<file path="src/rtl/epf_pkg.sv">
// Constants, register map and carrier types for the pause flow control block
package epf_pkg;

   // Register bus shape
   localparam int EPF_ADDR_W = 16;
   localparam int EPF_DATA_W = 32;

   // Register offsets (word addresses on the plain port)
   localparam logic [15:0] EPF_REG_RX_EN    = 16'h0700;
   localparam logic [15:0] EPF_REG_FWD      = 16'h0701;
   localparam logic [15:0] EPF_REG_HONOUR   = 16'h0702;
   localparam logic [15:0] EPF_REG_TX_EN    = 16'h0703;
   localparam logic [15:0] EPF_REG_SW_REQ   = 16'h0704;
   localparam logic [15:0] EPF_REG_HOLD_EN  = 16'h0705;
   localparam logic [15:0] EPF_REG_HOLD_Q   = 16'h0706;
   localparam logic [15:0] EPF_REG_ADDR_LO  = 16'h0707;
   localparam logic [15:0] EPF_REG_ADDR_HI  = 16'h0708;
   localparam logic [15:0] EPF_REG_PFC_LO   = 16'h0709;
   localparam logic [15:0] EPF_REG_PFC_HI   = 16'h070A;
   localparam logic [15:0] EPF_REG_TX_Q     = 16'h070B;
   localparam logic [15:0] EPF_REG_STATUS   = 16'h070C;

   // Reset values
   localparam logic        EPF_RST_RX_EN   = 1'b1;
   localparam logic        EPF_RST_FWD     = 1'b0;
   localparam logic        EPF_RST_HONOUR  = 1'b1;
   localparam logic        EPF_RST_HOLD_EN = 1'b1;
   localparam logic [15:0] EPF_RST_HOLD_Q  = 16'h0100;
   localparam logic [15:0] EPF_RST_TX_Q    = 16'hFFFF;
   localparam logic [47:0] EPF_RST_ADDR    = 48'h0180C2000001;

   // Field positions and frame codes
   localparam int          EPF_HONOUR_BIT = 0;
   localparam int          EPF_MCAST_BIT  = 40;
   localparam int          EPF_STAT_PEND  = 16;
   localparam logic [15:0] EPF_ETYPE_PAUSE = 16'h8808;
   localparam logic [15:0] EPF_OPC_STD     = 16'h0001;
   localparam logic [15:0] EPF_OPC_PFC     = 16'h0101;

   // Class limits and quanta width
   localparam int EPF_MAX_CLS = 8;
   localparam int EPF_CLS_W   = 3;
   localparam int EPF_Q_W     = 16;

   // Quantum timing: 512 bit times at the link rate, in mclk cycles
   localparam int EPF_QUANTUM_BITS = 512;
   localparam int EPF_LINK_MBPS    = 100000;
   localparam int EPF_CLK_PERIOD_NS = 100;
   localparam int EPF_QUANTUM_PS =
      EPF_QUANTUM_BITS * 1000000 / EPF_LINK_MBPS;
   localparam int EPF_QUANTUM_RAW =
      EPF_QUANTUM_PS / (EPF_CLK_PERIOD_NS * 1000);
   localparam int EPF_QUANTUM_CYC =
      (EPF_QUANTUM_RAW < 1) ? 1 : EPF_QUANTUM_RAW;

   // Flow control mode
   typedef enum logic {
      EPF_STD = 1'b0,
      EPF_PFC = 1'b1
   } epf_mode_t;

   // Pause frame request handed to the TX MAC
   typedef struct packed {
      logic                 xoff;
      logic [EPF_CLS_W-1:0] cls;
      logic [EPF_Q_W-1:0]   quanta;
   } epf_req_t;

   // Parsed header of a received control frame
   typedef struct packed {
      logic [47:0]            dst;
      logic [15:0]            etype;
      logic [15:0]            opcode;
      logic [EPF_MAX_CLS-1:0] cls_en;
      logic                   runt;
      logic                   fcs_err;
   } epf_rx_info_t;

endpackage

</file>
<file path="src/rtl/epf_pause_ctrl.sv">
// Pause frame generation, filtering and pause timing for one MAC
//
// The strobed register port was chosen for this implementation.
`timescale 1ns/1ps
module epf_pause_ctrl #(
   parameter int                 N              = 1,
   parameter epf_pkg::epf_mode_t MODE           = epf_pkg::EPF_STD,
   parameter bit                 IGNORE_BAD_STD = 1'b1
) (
   // Clock and reset
   input  wire logic                           mclk,
   input  wire logic                           rst_n,
   // Register port
   input  wire logic [epf_pkg::EPF_ADDR_W-1:0] reg_addr,
   input  wire logic [epf_pkg::EPF_DATA_W-1:0] reg_wdata,
   input  wire logic                           reg_wr,
   input  wire logic                           reg_rd,
   output logic      [epf_pkg::EPF_DATA_W-1:0] reg_rdata,
   // Client pause requests
   input  wire logic [N-1:0]                   pause_req_in,
   // Pause frame requests to the TX MAC
   input  wire logic                           tx_frame_active,
   output logic                                tx_pf_valid,
   input  wire logic                           tx_pf_ready,
   output epf_pkg::epf_req_t                   tx_pf_req,
   // Throttle to the TX MAC, one bit per class
   output logic      [N-1:0]                   tx_throttle,
   // Received control frame verdicts
   input  wire logic                           rx_pf_valid,
   input  wire epf_pkg::epf_rx_info_t          rx_pf_info,
   input  wire logic [epf_pkg::EPF_Q_W-1:0]    rx_pf_quanta [N],
   output logic                                rx_drop,
   output logic                                rx_deliver,
   output logic      [N-1:0]                   pause_receive_rx
);
   import epf_pkg::*;

   // Lowest set bit of a class vector: {found, index}
   function automatic logic [EPF_CLS_W:0] pick_lowest(
      input logic [N-1:0] v);
      logic [EPF_CLS_W:0] r;
      r = '0;
      for (int i = N - 1; i >= 0; i--) begin
         if (v[i]) begin
            r = {1'b1, EPF_CLS_W'(i)};
         end
      end
      return r;
   endfunction

   // Software visible registers
   logic                 rx_en_reg;      // Pause processing enable
   logic                 fwd_reg;        // Forward matching pauses
   logic                 honour_reg;     // Standard mode TX honour
   logic [N-1:0]         tx_en_reg;      // Per class XOFF and XON enable
   logic [N-1:0]         sw_req_reg;     // Software pause request
   logic                 hold_en_reg;    // Retransmission enable
   logic [EPF_Q_W-1:0]   hold_q_reg;     // Retransmit hold-off quanta
   logic [EPF_Q_W-1:0]   tx_q_reg;       // Quanta sent in XOFF
   logic [31:0]          addr_lo_reg;    // Standard match address low
   logic [15:0]          addr_hi_reg;    // Standard match address high
   logic [31:0]          pfc_lo_reg;     // Priority match address low
   logic [15:0]          pfc_hi_reg;     // Priority match address high

   // Generation state
   logic [N-1:0]         req_d_reg;      // Request seen last cycle
   logic [N-1:0]         pend_xoff_reg;  // XOFF waiting per class
   logic [N-1:0]         pend_xon_reg;   // XON waiting per class
   logic [EPF_Q_W-1:0]   hold_cnt_reg [N];
   logic [15:0]          qdiv_reg;       // Quantum prescaler

   // Two entry buffer toward the TX MAC
   logic [1:0]           cnt_reg;
   epf_req_t             head_reg;
   epf_req_t             tail_reg;

   // Receive state
   logic [EPF_Q_W-1:0]   pause_cnt_reg [N];

   // Combinational terms
   logic [N-1:0]         req_c;
   logic [N-1:0]         rise;
   logic [N-1:0]         fall;
   logic [N-1:0]         retx;
   logic [EPF_CLS_W:0]   xoff_pick;
   logic [EPF_CLS_W:0]   xon_pick;
   logic                 push;
   logic                 pop;
   epf_req_t             push_req;
   logic                 qtick;
   logic                 is_pause;
   logic                 addr_ok;
   logic                 bad_skip;
   logic                 process;
   logic                 drop_c;
   logic [47:0]          match_addr;
   logic [N-1:0]         cls_hit;
   logic                 allow;

   // Quantum tick, shared by both timer kinds
   assign qtick = (qdiv_reg == 16'(EPF_QUANTUM_CYC - 1));

   always_ff @(posedge mclk) begin
      if (!rst_n) begin
         qdiv_reg <= '0;
      end else if (qtick) begin
         qdiv_reg <= '0;
      end else begin
         qdiv_reg <= qdiv_reg + 16'h0001;
      end
   end

   // Register writes
   always_ff @(posedge mclk) begin
      if (!rst_n) begin
         rx_en_reg   <= EPF_RST_RX_EN;
         fwd_reg     <= EPF_RST_FWD;
         honour_reg  <= EPF_RST_HONOUR;
         tx_en_reg   <= '1;
         sw_req_reg  <= '0;
         hold_en_reg <= EPF_RST_HOLD_EN;
         hold_q_reg  <= EPF_RST_HOLD_Q;
         tx_q_reg    <= EPF_RST_TX_Q;
         addr_lo_reg <= EPF_RST_ADDR[31:0];
         addr_hi_reg <= EPF_RST_ADDR[47:32];
         pfc_lo_reg  <= EPF_RST_ADDR[31:0];
         pfc_hi_reg  <= EPF_RST_ADDR[47:32];
      end else if (reg_wr) begin
         case (reg_addr)
            EPF_REG_RX_EN:   rx_en_reg   <= reg_wdata[0];
            EPF_REG_FWD:     fwd_reg     <= reg_wdata[0];
            EPF_REG_HONOUR:  honour_reg  <= reg_wdata[EPF_HONOUR_BIT];
            EPF_REG_TX_EN:   tx_en_reg   <= reg_wdata[N-1:0];
            EPF_REG_SW_REQ:  sw_req_reg  <= reg_wdata[N-1:0];
            EPF_REG_HOLD_EN: hold_en_reg <= reg_wdata[0];
            EPF_REG_HOLD_Q:  hold_q_reg  <= reg_wdata[EPF_Q_W-1:0];
            EPF_REG_TX_Q:    tx_q_reg    <= reg_wdata[EPF_Q_W-1:0];
            EPF_REG_ADDR_LO: addr_lo_reg <= reg_wdata;
            EPF_REG_ADDR_HI: addr_hi_reg <= reg_wdata[15:0];
            EPF_REG_PFC_LO:  pfc_lo_reg  <= reg_wdata;
            EPF_REG_PFC_HI:  pfc_hi_reg  <= reg_wdata[15:0];
            default: ;
         endcase
      end
   end

   // Register reads, data valid in the cycle after the strobe
   always_ff @(posedge mclk) begin
      if (!rst_n) begin
         reg_rdata <= '0;
      end else if (reg_rd) begin
         reg_rdata <= '0;
         case (reg_addr)
            EPF_REG_RX_EN:   reg_rdata[0]         <= rx_en_reg;
            EPF_REG_FWD:     reg_rdata[0]         <= fwd_reg;
            EPF_REG_HONOUR:  reg_rdata[EPF_HONOUR_BIT] <= honour_reg;
            EPF_REG_TX_EN:   reg_rdata[N-1:0]     <= tx_en_reg;
            EPF_REG_SW_REQ:  reg_rdata[N-1:0]     <= sw_req_reg;
            EPF_REG_HOLD_EN: reg_rdata[0]         <= hold_en_reg;
            EPF_REG_HOLD_Q:  reg_rdata[EPF_Q_W-1:0] <= hold_q_reg;
            EPF_REG_TX_Q:    reg_rdata[EPF_Q_W-1:0] <= tx_q_reg;
            EPF_REG_ADDR_LO: reg_rdata            <= addr_lo_reg;
            EPF_REG_ADDR_HI: reg_rdata[15:0]      <= addr_hi_reg;
            EPF_REG_PFC_LO:  reg_rdata            <= pfc_lo_reg;
            EPF_REG_PFC_HI:  reg_rdata[15:0]      <= pfc_hi_reg;
            // Live throttle state and pending XOFF classes
            EPF_REG_STATUS: begin
               reg_rdata[N-1:0] <= tx_throttle;
               reg_rdata[EPF_STAT_PEND +: N] <= pend_xoff_reg;
            end
            default: ;                       // Unmapped reads zero
         endcase
      end
   end

   // Request edges; client and software requests are merged per class
   assign req_c = pause_req_in | sw_req_reg;
   assign rise  = req_c & ~req_d_reg;
   assign fall  = ~req_c & req_d_reg;

   always_ff @(posedge mclk) begin
      if (!rst_n) begin
         req_d_reg <= '0;
      end else begin
         req_d_reg <= req_c;
      end
   end

   // Retransmit when hold-off lapses with the request still high
   always_comb begin
      for (int n = 0; n < N; n++) begin
         retx[n] = hold_en_reg && req_c[n] && qtick
                   && (hold_cnt_reg[n] == 16'h0001);
      end
   end

   // Scheduler: XOFF ahead of XON, lowest class first
   assign xoff_pick = pick_lowest(pend_xoff_reg);
   assign xon_pick  = pick_lowest(pend_xon_reg);

   always_comb begin
      push_req = '0;
      if (xoff_pick[EPF_CLS_W]) begin
         push_req.xoff   = 1'b1;
         push_req.cls    = xoff_pick[EPF_CLS_W-1:0];
         push_req.quanta = tx_q_reg;
      end else begin
         push_req.cls    = xon_pick[EPF_CLS_W-1:0];   // XON carries zero
      end
   end

   // Full buffer stalls the scheduler; pending bits keep the events
   assign push = (xoff_pick[EPF_CLS_W] || xon_pick[EPF_CLS_W])
                 && (cnt_reg != 2'd2);

   // Pending flags; a new event wins over the clear by a push
   always_ff @(posedge mclk) begin
      if (!rst_n) begin
         pend_xoff_reg <= '0;
         pend_xon_reg  <= '0;
      end else begin
         for (int n = 0; n < N; n++) begin
            if ((rise[n] || retx[n]) && tx_en_reg[n]) begin
               pend_xoff_reg[n] <= 1'b1;
            end else if (fall[n] || (push && push_req.xoff
                         && push_req.cls == EPF_CLS_W'(n))) begin
               pend_xoff_reg[n] <= 1'b0;
            end
            if (fall[n] && tx_en_reg[n]) begin
               pend_xon_reg[n] <= 1'b1;
            end else if (rise[n] || (push && !push_req.xoff
                         && push_req.cls == EPF_CLS_W'(n))) begin
               pend_xon_reg[n] <= 1'b0;
            end
         end
      end
   end

   // Hold-off timers, reloaded each time an XOFF leaves the scheduler
   always_ff @(posedge mclk) begin
      if (!rst_n) begin
         for (int n = 0; n < N; n++) begin
            hold_cnt_reg[n] <= '0;
         end
      end else begin
         for (int n = 0; n < N; n++) begin
            if (push && push_req.xoff
                && push_req.cls == EPF_CLS_W'(n)) begin
               hold_cnt_reg[n] <= hold_q_reg;
            end else if (!req_c[n]) begin
               hold_cnt_reg[n] <= '0;
            end else if (qtick && hold_cnt_reg[n] != '0) begin
               hold_cnt_reg[n] <= hold_cnt_reg[n] - 16'h0001;
            end
         end
      end
   end

   // Buffer: head is the output word, tail the spare slot
   assign pop         = tx_pf_valid && tx_pf_ready;
   assign tx_pf_valid = (cnt_reg != 2'd0) && !tx_frame_active;
   assign tx_pf_req   = head_reg;

   always_ff @(posedge mclk) begin
      if (!rst_n) begin
         cnt_reg <= 2'd0;
      end else if (push && !pop) begin
         cnt_reg <= cnt_reg + 2'd1;
      end else if (pop && !push) begin
         cnt_reg <= cnt_reg - 2'd1;
      end
   end

   always_ff @(posedge mclk) begin
      if (!rst_n) begin
         head_reg <= '0;
         tail_reg <= '0;
      end else begin
         if (cnt_reg == 2'd2 && pop) begin
            head_reg <= tail_reg;            // Full: spare moves up
         end else if (push && (cnt_reg == 2'd0 || pop)) begin
            head_reg <= push_req;
         end else if (push) begin
            tail_reg <= push_req;
         end
      end
   end

   // Receive filter
   assign match_addr = (MODE == EPF_PFC) ? {pfc_hi_reg, pfc_lo_reg}
                                         : {addr_hi_reg, addr_lo_reg};
   assign is_pause = (rx_pf_info.etype == EPF_ETYPE_PAUSE)
                     && (rx_pf_info.opcode == ((MODE == EPF_PFC)
                         ? EPF_OPC_PFC : EPF_OPC_STD));
   assign addr_ok  = (rx_pf_info.dst == match_addr)
                     || rx_pf_info.dst[EPF_MCAST_BIT];
   // Bad standard frames never pause us on such targets
   assign bad_skip = IGNORE_BAD_STD && (MODE == EPF_STD)
                     && (rx_pf_info.runt || rx_pf_info.fcs_err);
   assign process  = rx_pf_valid && is_pause && addr_ok
                     && rx_en_reg && !bad_skip;
   // Drop verdict looks at no error flag, so bad frames forward too
   assign drop_c   = rx_pf_valid && is_pause && addr_ok
                     && (!rx_en_reg || !fwd_reg);

   always_comb begin
      for (int n = 0; n < N; n++) begin
         cls_hit[n] = (MODE == EPF_PFC) ? rx_pf_info.cls_en[n] : (n == 0);
      end
   end

   // Frame verdicts, one cycle after the frame header
   always_ff @(posedge mclk) begin
      if (!rst_n) begin
         rx_drop    <= 1'b0;
         rx_deliver <= 1'b0;
      end else begin
         rx_drop    <= drop_c;
         rx_deliver <= rx_pf_valid && !drop_c;
      end
   end

   // Match pulses per class
   always_ff @(posedge mclk) begin
      if (!rst_n) begin
         pause_receive_rx <= '0;
      end else begin
         pause_receive_rx <= process ? cls_hit : '0;
      end
   end

   // Pause timers: reload replaces any running count, zero resumes
   always_ff @(posedge mclk) begin
      if (!rst_n) begin
         for (int n = 0; n < N; n++) begin
            pause_cnt_reg[n] <= '0;
         end
      end else begin
         for (int n = 0; n < N; n++) begin
            if (process && cls_hit[n]) begin
               pause_cnt_reg[n] <= rx_pf_quanta[n];
            end else if (qtick && pause_cnt_reg[n] != '0) begin
               pause_cnt_reg[n] <= pause_cnt_reg[n] - 16'h0001;
            end
         end
      end
   end

   // Throttle level; the TX MAC checks it only between frames
   assign allow = (MODE == EPF_PFC) || honour_reg;

   always_ff @(posedge mclk) begin
      if (!rst_n) begin
         tx_throttle <= '0;
      end else begin
         for (int n = 0; n < N; n++) begin
            tx_throttle[n] <= allow
                              && (pause_cnt_reg[n] != '0);
         end
      end
   end
endmodule // epf_pause_ctrl

</file>
<file path="config.mk">
export PLATFORM = sky130hd
export DESIGN_NAME = epf_pause_ctrl
export DESIGN_NICKNAME = d
export VERILOG_FILES = /design/src/rtl/epf_pkg.sv /design/src/rtl/epf_pause_ctrl.sv
export SDC_FILE = /design/constraint.sdc
export NUM_CORES = 1
export LEC_CHECK = 0
export BUFFER_PORTS_ARGS = -buffer_cell sky130_fd_sc_hd__clkbuf_2
export CAP_MARGIN = 0
export CELL_PAD_IN_SITES_DETAIL_PLACEMENT = 0
export CELL_PAD_IN_SITES_GLOBAL_PLACEMENT = 1
export CORE_MARGIN = 1.5
export CORE_UTILIZATION = 39
export DETAILED_ROUTE_END_ITERATION = 8
export PLACE_DENSITY = 0.79
export SYNTH_ARGS = -nofsm -noshare
export SYNTH_HDL_FRONTEND = slang
export SYNTH_SLANG_ARGS = --single-unit
export TNS_END_PERCENT = 1
</file>
<file path="constraint.sdc">
create_clock -name mclk -period 2.7 [get_ports mclk]
set_input_delay 0.135 -clock mclk [delete_from_list [all_inputs] [get_ports mclk]]
set_output_delay 0.135 -clock mclk [all_outputs]
set_load 0.02 [all_outputs]
</file>
==> impl_metrics.yaml, run 1 <==
outcome:
  status: "complete, no violations"
floorplan:
  num_io_pins: 219
  row_count: 65
  dieWidth_um: 181
  die_y_um: 181
  die_area_um2: 32800
  core-area_um2: 31400
  start_util: 0.395
drt:
  wl_met3_um: 2160
  post-route-drc-count: 0
  wirelength_um: 35800
  routedWlPerCell_um: 17.7
  dr.pass1.iters: 5
  wl_met1_um: 15700
  wl_met2_um: 17000
  vias_per_cell: 5.22
  ant_nets: 0
  drt_iter0_drc: 743
  route.top_layer_used: "met5"
  vias: 10559
timing:
  max_freq_ghz: 0.408
  setup_slack_ps: 249
  finalCritPeriodShare: 0.908
  worstMarginPinSlew_ps: 963
  hold_ws_ps: 77.5
  skew_ps: 23.1
  hold_viol: 0
  setup_violations: 0
  rsz0062_at_grt: "no"
  fin_setup_tns_ps: 0
  layout_min_cycle_time_ps: 2450
  timing.final.max_slew_violations: 0
  slew_headroom: 0.358
synthesis:
  synth_top_area_cell: "dfxtp_1"
  netlist.area_leader.share: 0.364
  synth_warnings: 0
  synth_enable_flop_cells: 32
  synth_cell_types: 66
  syn_inst: 1368
  synth-seq-cells: 257
  synth_area_leaders: "dfxtp_1 36%, nand2_1 10%, edfxtp_1 7.8%"
  netlist_area_um2: 12400
  synthArstFlopShare: 0
  seq_area_frac_synth: 0.441
  syn_avg_cell_area_um2: 9.06
  synth-main-ff-cell: "dfxtp_1"
worst_setup_path:
  worstPathRequired_ps: 2940
  slowest_stage: "nor4_1"
  crit_path_cell_trace: "xnor2_1 > nand4_1 > nor4_1 > a31o_2 > nand3_1 > nand3_1 > buf_4"
  critPathMaxStageDelay_ps: 480
  endpoint_kind: "flop"
  setup.worst_path.start_class: "flop"
  critical_path_class: "reg2reg"
  critPathMostFrequentCell: "nand3_1"
  path_max_fanout: 16
  crit_arrival_ps: 2690
global_route:
  grt_pass1_wl_um: 56300
  antenna_found_initial: 2
  grt.total_usage: 0.215
  grt_start_max_net_pins: 227
  grt.overflow.total: 0
  grt_pass1_vias: 10384
clocking:
  cts_tree: "yes"
  clk_pin_slew_worst_paths_ps: 60
  cts_max_level: 1
  postCtsSetupRepairBufs: 0
  cts_root_buf: "clkbuf_16"
  cts_buffers: 29
  clock_path_buffers: 3
  clock_latency_ps: 570
  cts_sinks: 257
hold_path:
  hold_path_class: "in2reg"
pwr:
  p_leak_nw: 6.31
  irDropWorstVdd_v: 0.000515
  p_per_area_nw_per_um2: 705
place:
  pre_cts_ws_ps: 279
  placed_area_um2: 13800
  hpwl_um: 24600
  gp_congestion: 0.831
  port_buffers: 207
layout:
  layout.nets: 1767
  area_growth_pct: 23.3
  drive_gt1_frac: 0.209
  layout_commonest_cell: "nand2_1"
  final_cell_mix: "340 x nand2_1, 225 x dfxtp_1, 206 x clkbuf_2"
  fin_area_um2: 15300
flow_run:
  timing.max_cap.violations: 0
[cell families after synthesis]
kind of cell             Yosys count  share of synthesized area
AO/OA/AOI/OAI                    245                      0.147
adder cells (fa/ha/maj)            8                    0.00808
XOR/XNOR                          86                     0.0608
AND/OR/NAND/NOR                  591                      0.229
buffers and inverters            108                     0.0395
flip-flops                       257                      0.441
other                              1                   0.000303
multiplexers                      72                     0.0746
[worst max-delay path, delay by kind of cell (launching register included)]
kind	cells	cell delay, ps
simple gates	4	890
flops	1	330
buf+inv	1	260
compound gates	1	360
xor+xnor	1	270
[worst paths after layout]
kind | cells past startpoint | endpoint | from | slack [ps]
setup / recovery | 7 | pause_cnt_reg[0][15]$_DFFE_PP_ | addr_lo_reg[10]$_SDFFE_PN0P_ | 250
hold / removal | 4 | hold_en_reg$_SDFFE_PN1P_ | reg_addr[2] | 80
setup reg to reg | 7 | pause_cnt_reg[0][15]$_DFFE_PP_ | addr_lo_reg[10]$_SDFFE_PN0P_ | 250
hold reg to reg | 2 | pfc_lo_reg[24]$_SDFFE_PN0P_ | pfc_lo_reg[24]$_SDFFE_PN0P_ | 450
[synth_stat cells (5+ instances only)]
master,n
nor3_1,15
clkbuf_1,64
and2_1,19
nand2_2,10
mux2i_1,53
a21boi_0,20
nand2b_1,10
nand3b_1,5
ha_1,8
a21boi_1,45
a22oi_1,33
nand3_1,40
a21boi_2,10
or3_1,7
nor4_1,13
mux4_2,16
buf_2,19
xor2_1,14
edfxtp_1,32
inv_1,9
nand2_1,340
o211a_1,15
dfxtp_1,225
buf_4,8
o221ai_1,17
o21ai_0,56
nand4_1,21
o311a_1,17
xnor2_1,72
a31oi_1,16
nor2b_1,36
nor2_1,43
[metrics by stage]
stage / instances / power [mW] / util
detailed placement: 1910 / 6.95 / 0.439
finish: 2022 / 10.8 / 0.487
global placement: 1910 / 6.92 / 0.439
CTS: 2021 / 10.9 / 0.486
global route: 2021 / 11.3 / 0.486
floorplan: 1370 / 6.23 / -
[power by group]
group          switching (mW)  total, mW  leakage [nW]  internal (mW)
clock                    1.62       3.82         0.455           2.21
sequential              0.265       4.53          2.20           4.26
combinational            1.33       2.42          3.65           1.09
total                    3.21       10.8          6.31           7.56
[cell type report]
| type | instances | area (µm²) |
|---|---|---|
| Antenna cell | 1 | 2.50 |
| Clock inverter | 7 | 51.3 |
| Multi-Input combinational cell | 1005 | 6460 |
| Tap cell | 402 | 503 |
| Clock buffer | 46 | 870 |
| Inverter | 9 | 33.8 |
| Sequential cell | 257 | 5470 |
| Fill cell | 3031 | 16100 |
| Timing Repair Buffer | 295 | 1890 |
[layer usage]
layer	vias to the layer above	track usage
met2	277	0.364
met3	59	0.0417
li1	5232	-
met1	4989	0.279
met4	2	0.0607
met5	-	0
[repair_timing]
| item | CTS | global route |
|---|---|---|
| endpoints found under the setup margin | 0 | 1 |
| hold buffers | 58 | 0 |
| hold endpoints to repair | 146 | 0 |
| gates resized for setup | 0 | 1 |
(Power assumes the default switching activity.)
==> inputs of run 2 (changes only) <==
--- a/config.mk
+++ b/config.mk
@@ -7,12 +7,12 @@
 export LEC_CHECK = 0
 export BUFFER_PORTS_ARGS = -buffer_cell sky130_fd_sc_hd__clkbuf_2
 export CAP_MARGIN = 0
-export CELL_PAD_IN_SITES_DETAIL_PLACEMENT = 0
+export CELL_PAD_IN_SITES_DETAIL_PLACEMENT = 1
 export CELL_PAD_IN_SITES_GLOBAL_PLACEMENT = 1
 export CORE_MARGIN = 1.5
 export CORE_UTILIZATION = 39
 export DETAILED_ROUTE_END_ITERATION = 8
-export PLACE_DENSITY = 0.79
+export PLACE_DENSITY_LB_ADDON = 0.1
 export SYNTH_ARGS = -nofsm -noshare
 export SYNTH_HDL_FRONTEND = slang
 export SYNTH_SLANG_ARGS = --single-unit
==> run 2 against run 1 <==
Non-clock buffer count grew 7. Design area up 0.52%. Sequential share of layout area is 0.19 points lower. Setup slack better by 4.6 ps. First-iteration DRC count is 14% lower. Hold slack worse by 41 ps. Clock power rose by 2%. Die area stayed put. Clock-buffer cell count fell by 3. Clock skew decreased by 4.6 ps. Global-route usage is 3.0 points higher. Register-to-register slack is essentially flat. Critical endpoint is now pause_cnt_reg[0][2]$_DFFE_PP_. Largest cell class unchanged.
==> impl_metrics.yaml, run 2 (same netlist as run 1, synthesis figures left out) <==
drt:
  vias_per_cell: 5.33
  vias: 10817
  routedWlPerCell_um: 19.9
  ant_nets: 0
  dr.pass1.iters: 5
  post-route-drc-count: 0
  wirelength_um: 40400
  drt_iter0_drc: 641
worst_setup_path:
  endpoint_kind: "flop"
  r2r_cells: 7
  setup.worst_path.start_class: "flop"
  worstPathRequired_ps: 2990
  r2r_setup_slack_ps: 250
  crit_arrival_ps: 2730
  critical_path_class: "reg2reg"
  r2r_start: "addr_lo_reg[16]$_SDFFE_PN0P_"
  timing.rr.end: "pause_cnt_reg[0][2]$_DFFE_PP_"
  path_max_fanout: 16
global_route:
  grt.total_usage: 0.245
  grt_pass1_wl_um: 63300
  antenna_found_initial: 0
  grt_start_max_net_pins: 84
  grt_pass1_vias: 11127
  grt.overflow.total: 0
hold_path:
  hold_path_class: "in2reg"
  holdPathEnd: "rx_en_reg$_SDFFE_PN1P_"
  hp-start: "reg_addr[1]"
  hold_depth: 4
floorplan:
  core-area_um2: 31400
  row_count: 65
  dieWidth_um: 181
  die_y_um: 181
  num_io_pins: 219
  die_area_um2: 32800
  start_util: 0.395
layout:
  antenna_cells: 0
  final_cell_mix: "340 x nand2_1, 225 x dfxtp_1, 206 x clkbuf_2"
  layout_commonest_cell: "nand2_1"
  drive_gt1_frac: 0.215
  fill_cells: 3672
  area_growth_pct: 23.9
  layout.nets: 1776
timing:
  rsz0062_at_grt: "no"
  timing.final.max_slew_violations: 0
  hold_viol: 0
  max_freq_ghz: 0.409
  worstMarginPinSlew_ps: 1020
  fin_setup_tns_ps: 0
  layout_min_cycle_time_ps: 2450
  finalCritPeriodShare: 0.906
  setup_slack_ps: 254
  skew_ps: 18.5
  setup_violations: 0
  slew_headroom: 0.316
pwr:
  p_leak_nw: 6.37
  irDropWorstVdd_v: 0.000546
  p_per_area_nw_per_um2: 712
clocking:
  cts_root_buf: "clkbuf_16"
  clock_latency_ps: 570
  cts_max_level: 1
  cts_sinks: 257
  cts_buffers: 31
  clk_pin_slew_worst_paths_ps: 60
  postCtsSetupRepairBufs: 0
  clock_path_buffers: 3
  cts_tree: "yes"
outcome:
  status: "complete, no violations"
place:
  port_buffers: 207
  pre_cts_ws_ps: 192
  hpwl_um: 28100
  gp_congestion: 0.781
flow_run:
  timing.max_cap.violations: 0
-- run 2: cell count changes in the layout (fill, tap and decap cells not counted), sizes merged --
cell	before	now
clkinv	5	8
buf	31	37
diode	1	0
clkbuf	252	249
dlygate4sd3	58	59
-- run 2: timing repair --
| action | 4_1_cts | 5_1_grt |
|---|---|---|
| setup endpoints to repair | 0 | 1 |
| hold endpoints to repair | 148 | 0 |
| hold buffers | 59 | 0 |
| gates resized for setup | 0 | 1 |
-- run 2: area by class of cell --
class	instances	area, µm²	area share
clock inverter	10	57.6	0.00375
multi-input combinational	1005	6460	0.421
inverter	9	33.8	0.00220
tap	402	503	0.0328
clock buffer	43	891	0.0580
sequential	257	5470	0.356
timing repair buffer	302	1940	0.126
-- run 2: worst max-delay path, stage by stage, from the launching register on --
cell and delay [ps]:
dfxtp_1 330, xnor2_1 260, nand4_1 180, nor4_1 490, a31o_2 330, nand3_1 130, buf_4 280, mux2i_1 160
-- run 2: worst max-delay path by stage --
stage | cells past startpoint | startpoint | slack (ps) | endpoint
5_1_grt | 7 | addr_lo_reg[16]$_SDFFE_PN0P_ | 130 | pause_cnt_reg[0][2]$_DFFE_PP_
6_report | 7 | addr_lo_reg[16]$_SDFFE_PN0P_ | 250 | pause_cnt_reg[0][2]$_DFFE_PP_
4_1_cts | 8 | qdiv_reg[0]$_SDFF_PP0_ | 200 | pause_cnt_reg[0][7]$_DFFE_PP_
3_3_place_gp | 8 | qdiv_reg[0]$_SDFF_PP0_ | 210 | pause_cnt_reg[0][7]$_DFFE_PP_
2_1_floorplan | 8 | addr_lo_reg[8]$_SDFFE_PN0P_ | 380 | pause_cnt_reg[0][0]$_DFFE_PP_
3_5_place_dp | 8 | qdiv_reg[0]$_SDFF_PP0_ | 190 | pause_cnt_reg[0][7]$_DFFE_PP_
-- run 2: power by group --
part	internal (mW)	switching, mW
sequential	4.26	0.272
clock	2.28	1.64
combinational	1.12	1.36
total	7.65	3.27
-- run 2: routing by layer --
layer / part of all wire / vias to the layer above / track usage / routed length [µm]
met5: 0 / - / 0 / 0
met4: 0.020 / 0 / 0.0580 / 819
met3: 0.050 / 51 / 0.0373 / 2020
met2: 0.47 / 233 / 0.407 / 19100
met1: 0.46 / 5306 / 0.333 / 18400
li1: - / 5227 / - / -
-- run 2: stage by stage --
stage / cells / power [mW] / hold WS [ps] / instance area (µm²) / util
after floorplan: 1370 / 6.23 / 259 / 12400 / -
after global placement: 1916 / 6.97 / 370 / 13800 / 0.440
after detailed placement: 1916 / 7.03 / 369 / 13800 / 0.440
after CTS: 2028 / 11.0 / 18.9 / 15400 / 0.489
after global routing: 2028 / 11.5 / 57.8 / 15400 / 0.489
final: 2028 / 10.9 / 36.4 / 15400 / 0.489
==> inputs of run 3 (changes only) <==
--- a/config.mk
+++ b/config.mk
@@ -10,7 +10,7 @@
 export CELL_PAD_IN_SITES_DETAIL_PLACEMENT = 1
 export CELL_PAD_IN_SITES_GLOBAL_PLACEMENT = 1
 export CORE_MARGIN = 1.5
-export CORE_UTILIZATION = 39
+export CORE_UTILIZATION = 43
 export DETAILED_ROUTE_END_ITERATION = 8
 export PLACE_DENSITY_LB_ADDON = 0.1
 export SYNTH_ARGS = -nofsm -noshare
==> run 3 against run 2 <==
Maximum frequency grew 0.39%. Sequential power about the same. Utilization up 5.6 points. Total power grew 0.51%. Setup slack improved by 9.6 ps. Clock-buffer cell count rose by 2. Die area shrank 9.2%. Largest power group unchanged.
==> impl_metrics.yaml, run 3 (same netlist as run 1, synthesis figures left out) <==
floorplan:
  dieWidth_um: 173
  num_io_pins: 219
  core-area_um2: 28100
  die_y_um: 173
  row_count: 61
  die_area_um2: 29800
  start_util: 0.441
clocking:
  cts_max_level: 1
  cts_buffers: 29
  cts_sinks: 257
  ctsResizeCount: 0
  clk_pin_slew_worst_paths_ps: 60
  clock_path_buffers: 3
  cts_root_buf: "clkbuf_16"
  clock_latency_ps: 550
  cts_tree: "yes"
worst_setup_path:
  crit_arrival_ps: 2840
  critPathMaxStageDelay_ps: 790
  critical_path_class: "reg2reg"
  slowest_stage: "nor2b_1"
  crit_path_cell_trace: "inv_1 > ha_1 > nor4b_1 > and4_1 > nand2_1 > nor2b_1 > o21ai_0 > mux2i_1"
  worstPathRequired_ps: 3110
  setup.worst_path.start_class: "flop"
  cp_num_buf_inv: 1
  path_max_fanout: 14
  crit_family: "simple AND/OR/NAND/NOR gates"
  endpoint_kind: "flop"
timing:
  rsz0062_at_grt: "no"
  hold_viol: 0
  max_freq_ghz: 0.410
  hold_ws_ps: 81.5
  setup_slack_ps: 264
  finalCritPeriodShare: 0.902
  layout_min_cycle_time_ps: 2440
  setup_violations: 0
  timing.final.max_slew_violations: 0
  skew_ps: 22.5
  slew_headroom: 0.325
  worstMarginPinSlew_ps: 1010
  fin_setup_tns_ps: 0
layout:
  antenna_cells: 0
  final_cell_mix: "340 x nand2_1, 225 x dfxtp_1, 206 x clkbuf_2"
  area_growth_pct: 23.6
  layout.nets: 1770
  fin_area_um2: 15300
  regArea_um2: 5470
  layout_commonest_cell: "nand2_1"
  multi_input_area_um2: 6460
  fill_cells: 3323
  drive_gt1_frac: 0.213
hold_path:
  hold_path_class: "in2reg"
pwr:
  p_per_area_nw_per_um2: 717
  seq_power_share: 0.412
  p_leak_nw: 6.35
  pwr-share-comb: 0.227
  p_sw_frac: 0.297
  p_int_mw: 7.72
  irDropWorstVdd_v: 0.000613
  p_sw_mw: 3.26
  clkPwrFrac: 0.361
  total_power_mw: 11.0
global_route:
  grt.total_usage: 0.266
  grt.overflow.total: 0
  grt_start_max_net_pins: 72
  grt_pass1_vias: 11361
  grt_pass1_wl_um: 63400
  antenna_found_initial: 1
drt:
  dr.pass1.iters: 5
  post-route-drc-count: 0
  routedWlPerCell_um: 20.0
  drt_iter0_drc: 732
  wirelength_um: 40000
  vias: 10951
  ant_nets: 0
  vias_per_cell: 5.47
place:
  hpwl_um: 27100
  pre_cts_ws_ps: 232
  gp_congestion: 0.786
  port_buffers: 207
  placed_area_um2: 13800
flow_run:
  timing.max_cap.violations: 0
outcome:
  status: "complete, no violations"
## run 3: cell count changes in the layout (fill, tap and decap cells not counted), sizes merged
cell,delta
clkinvlp,+1
buf,-3
bufinv,+1
clkinv,-3
clkbuf,+2
dlygate4sd3,-1
## run 3: worst reg2reg max path, delay by kind of cell, from the launching register on
kind            cells  cell delay (ps)
fa+ha+maj           1              140
mux                 1              180
buf+inv             1               70
compound gates      1              210
flops               1              340
simple gates        4             1370
## run 3: repair_timing
action	4_1_cts	5_1_grt
hold endpoints to repair	126	0
buffers inserted	0	0
hold buffers	58	0
## run 3: worst paths after layout
path | endpoint | start | slack (ps) | depth (start not counted)
setup reg to reg | pause_cnt_reg[0][7]$_DFFE_PP_ | qdiv_reg[0]$_SDFF_PP0_ | 260 | 8
hold reg to reg | pfc_lo_reg[21]$_SDFFE_PN0P_ | pfc_lo_reg[21]$_SDFFE_PN0P_ | 450 | 2
hold / removal | rx_en_reg$_SDFFE_PN1P_ | reg_addr[1] | 80 | 4
setup / recovery | pause_cnt_reg[0][7]$_DFFE_PP_ | qdiv_reg[0]$_SDFF_PP0_ | 260 | 8
## run 3: cell type report
cell class	count	area share
Multi-Input combinational cell	1005	0.422
Sequential cell	257	0.357
Timing Repair Buffer	298	0.125
Clock buffer	45	0.0579
Tap cell	378	0.0309
Clock inverter	9	0.00506
Inverter	9	0.00221
## run 3: power groups by stage
| stage | registers, mW | clock network [mW] | logic (mW) |
|---|---|---|---|
| 2_1_floorplan | 4.67 | 0 | 1.56 |
| 3_3_place_gp | 4.59 | 0 | 2.36 |
| 3_5_place_dp | 4.60 | 0 | 2.42 |
| 4_1_cts | 4.53 | 4.04 | 2.51 |
| 5_1_grt | 4.57 | 4.20 | 2.77 |
| 6_report | 4.52 | 3.96 | 2.50 |
## run 3: layer usage
layer | track usage | up-vias | share of wire
li1 | - | 5228 | -
met1 | 0.354 | 5444 | 0.45
met2 | 0.455 | 224 | 0.49
met3 | 0.0299 | 55 | 0.040
met4 | 0.0728 | 0 | 0.024
met5 | 0 | - | 0
## run 3: metrics by stage
step	instances	utilization
6_report	2001	0.545
3_3_place_gp	1889	0.490
4_1_cts	2001	0.545
2_1_floorplan	1370	-
3_5_place_dp	1889	0.490
5_1_grt	2001	0.545
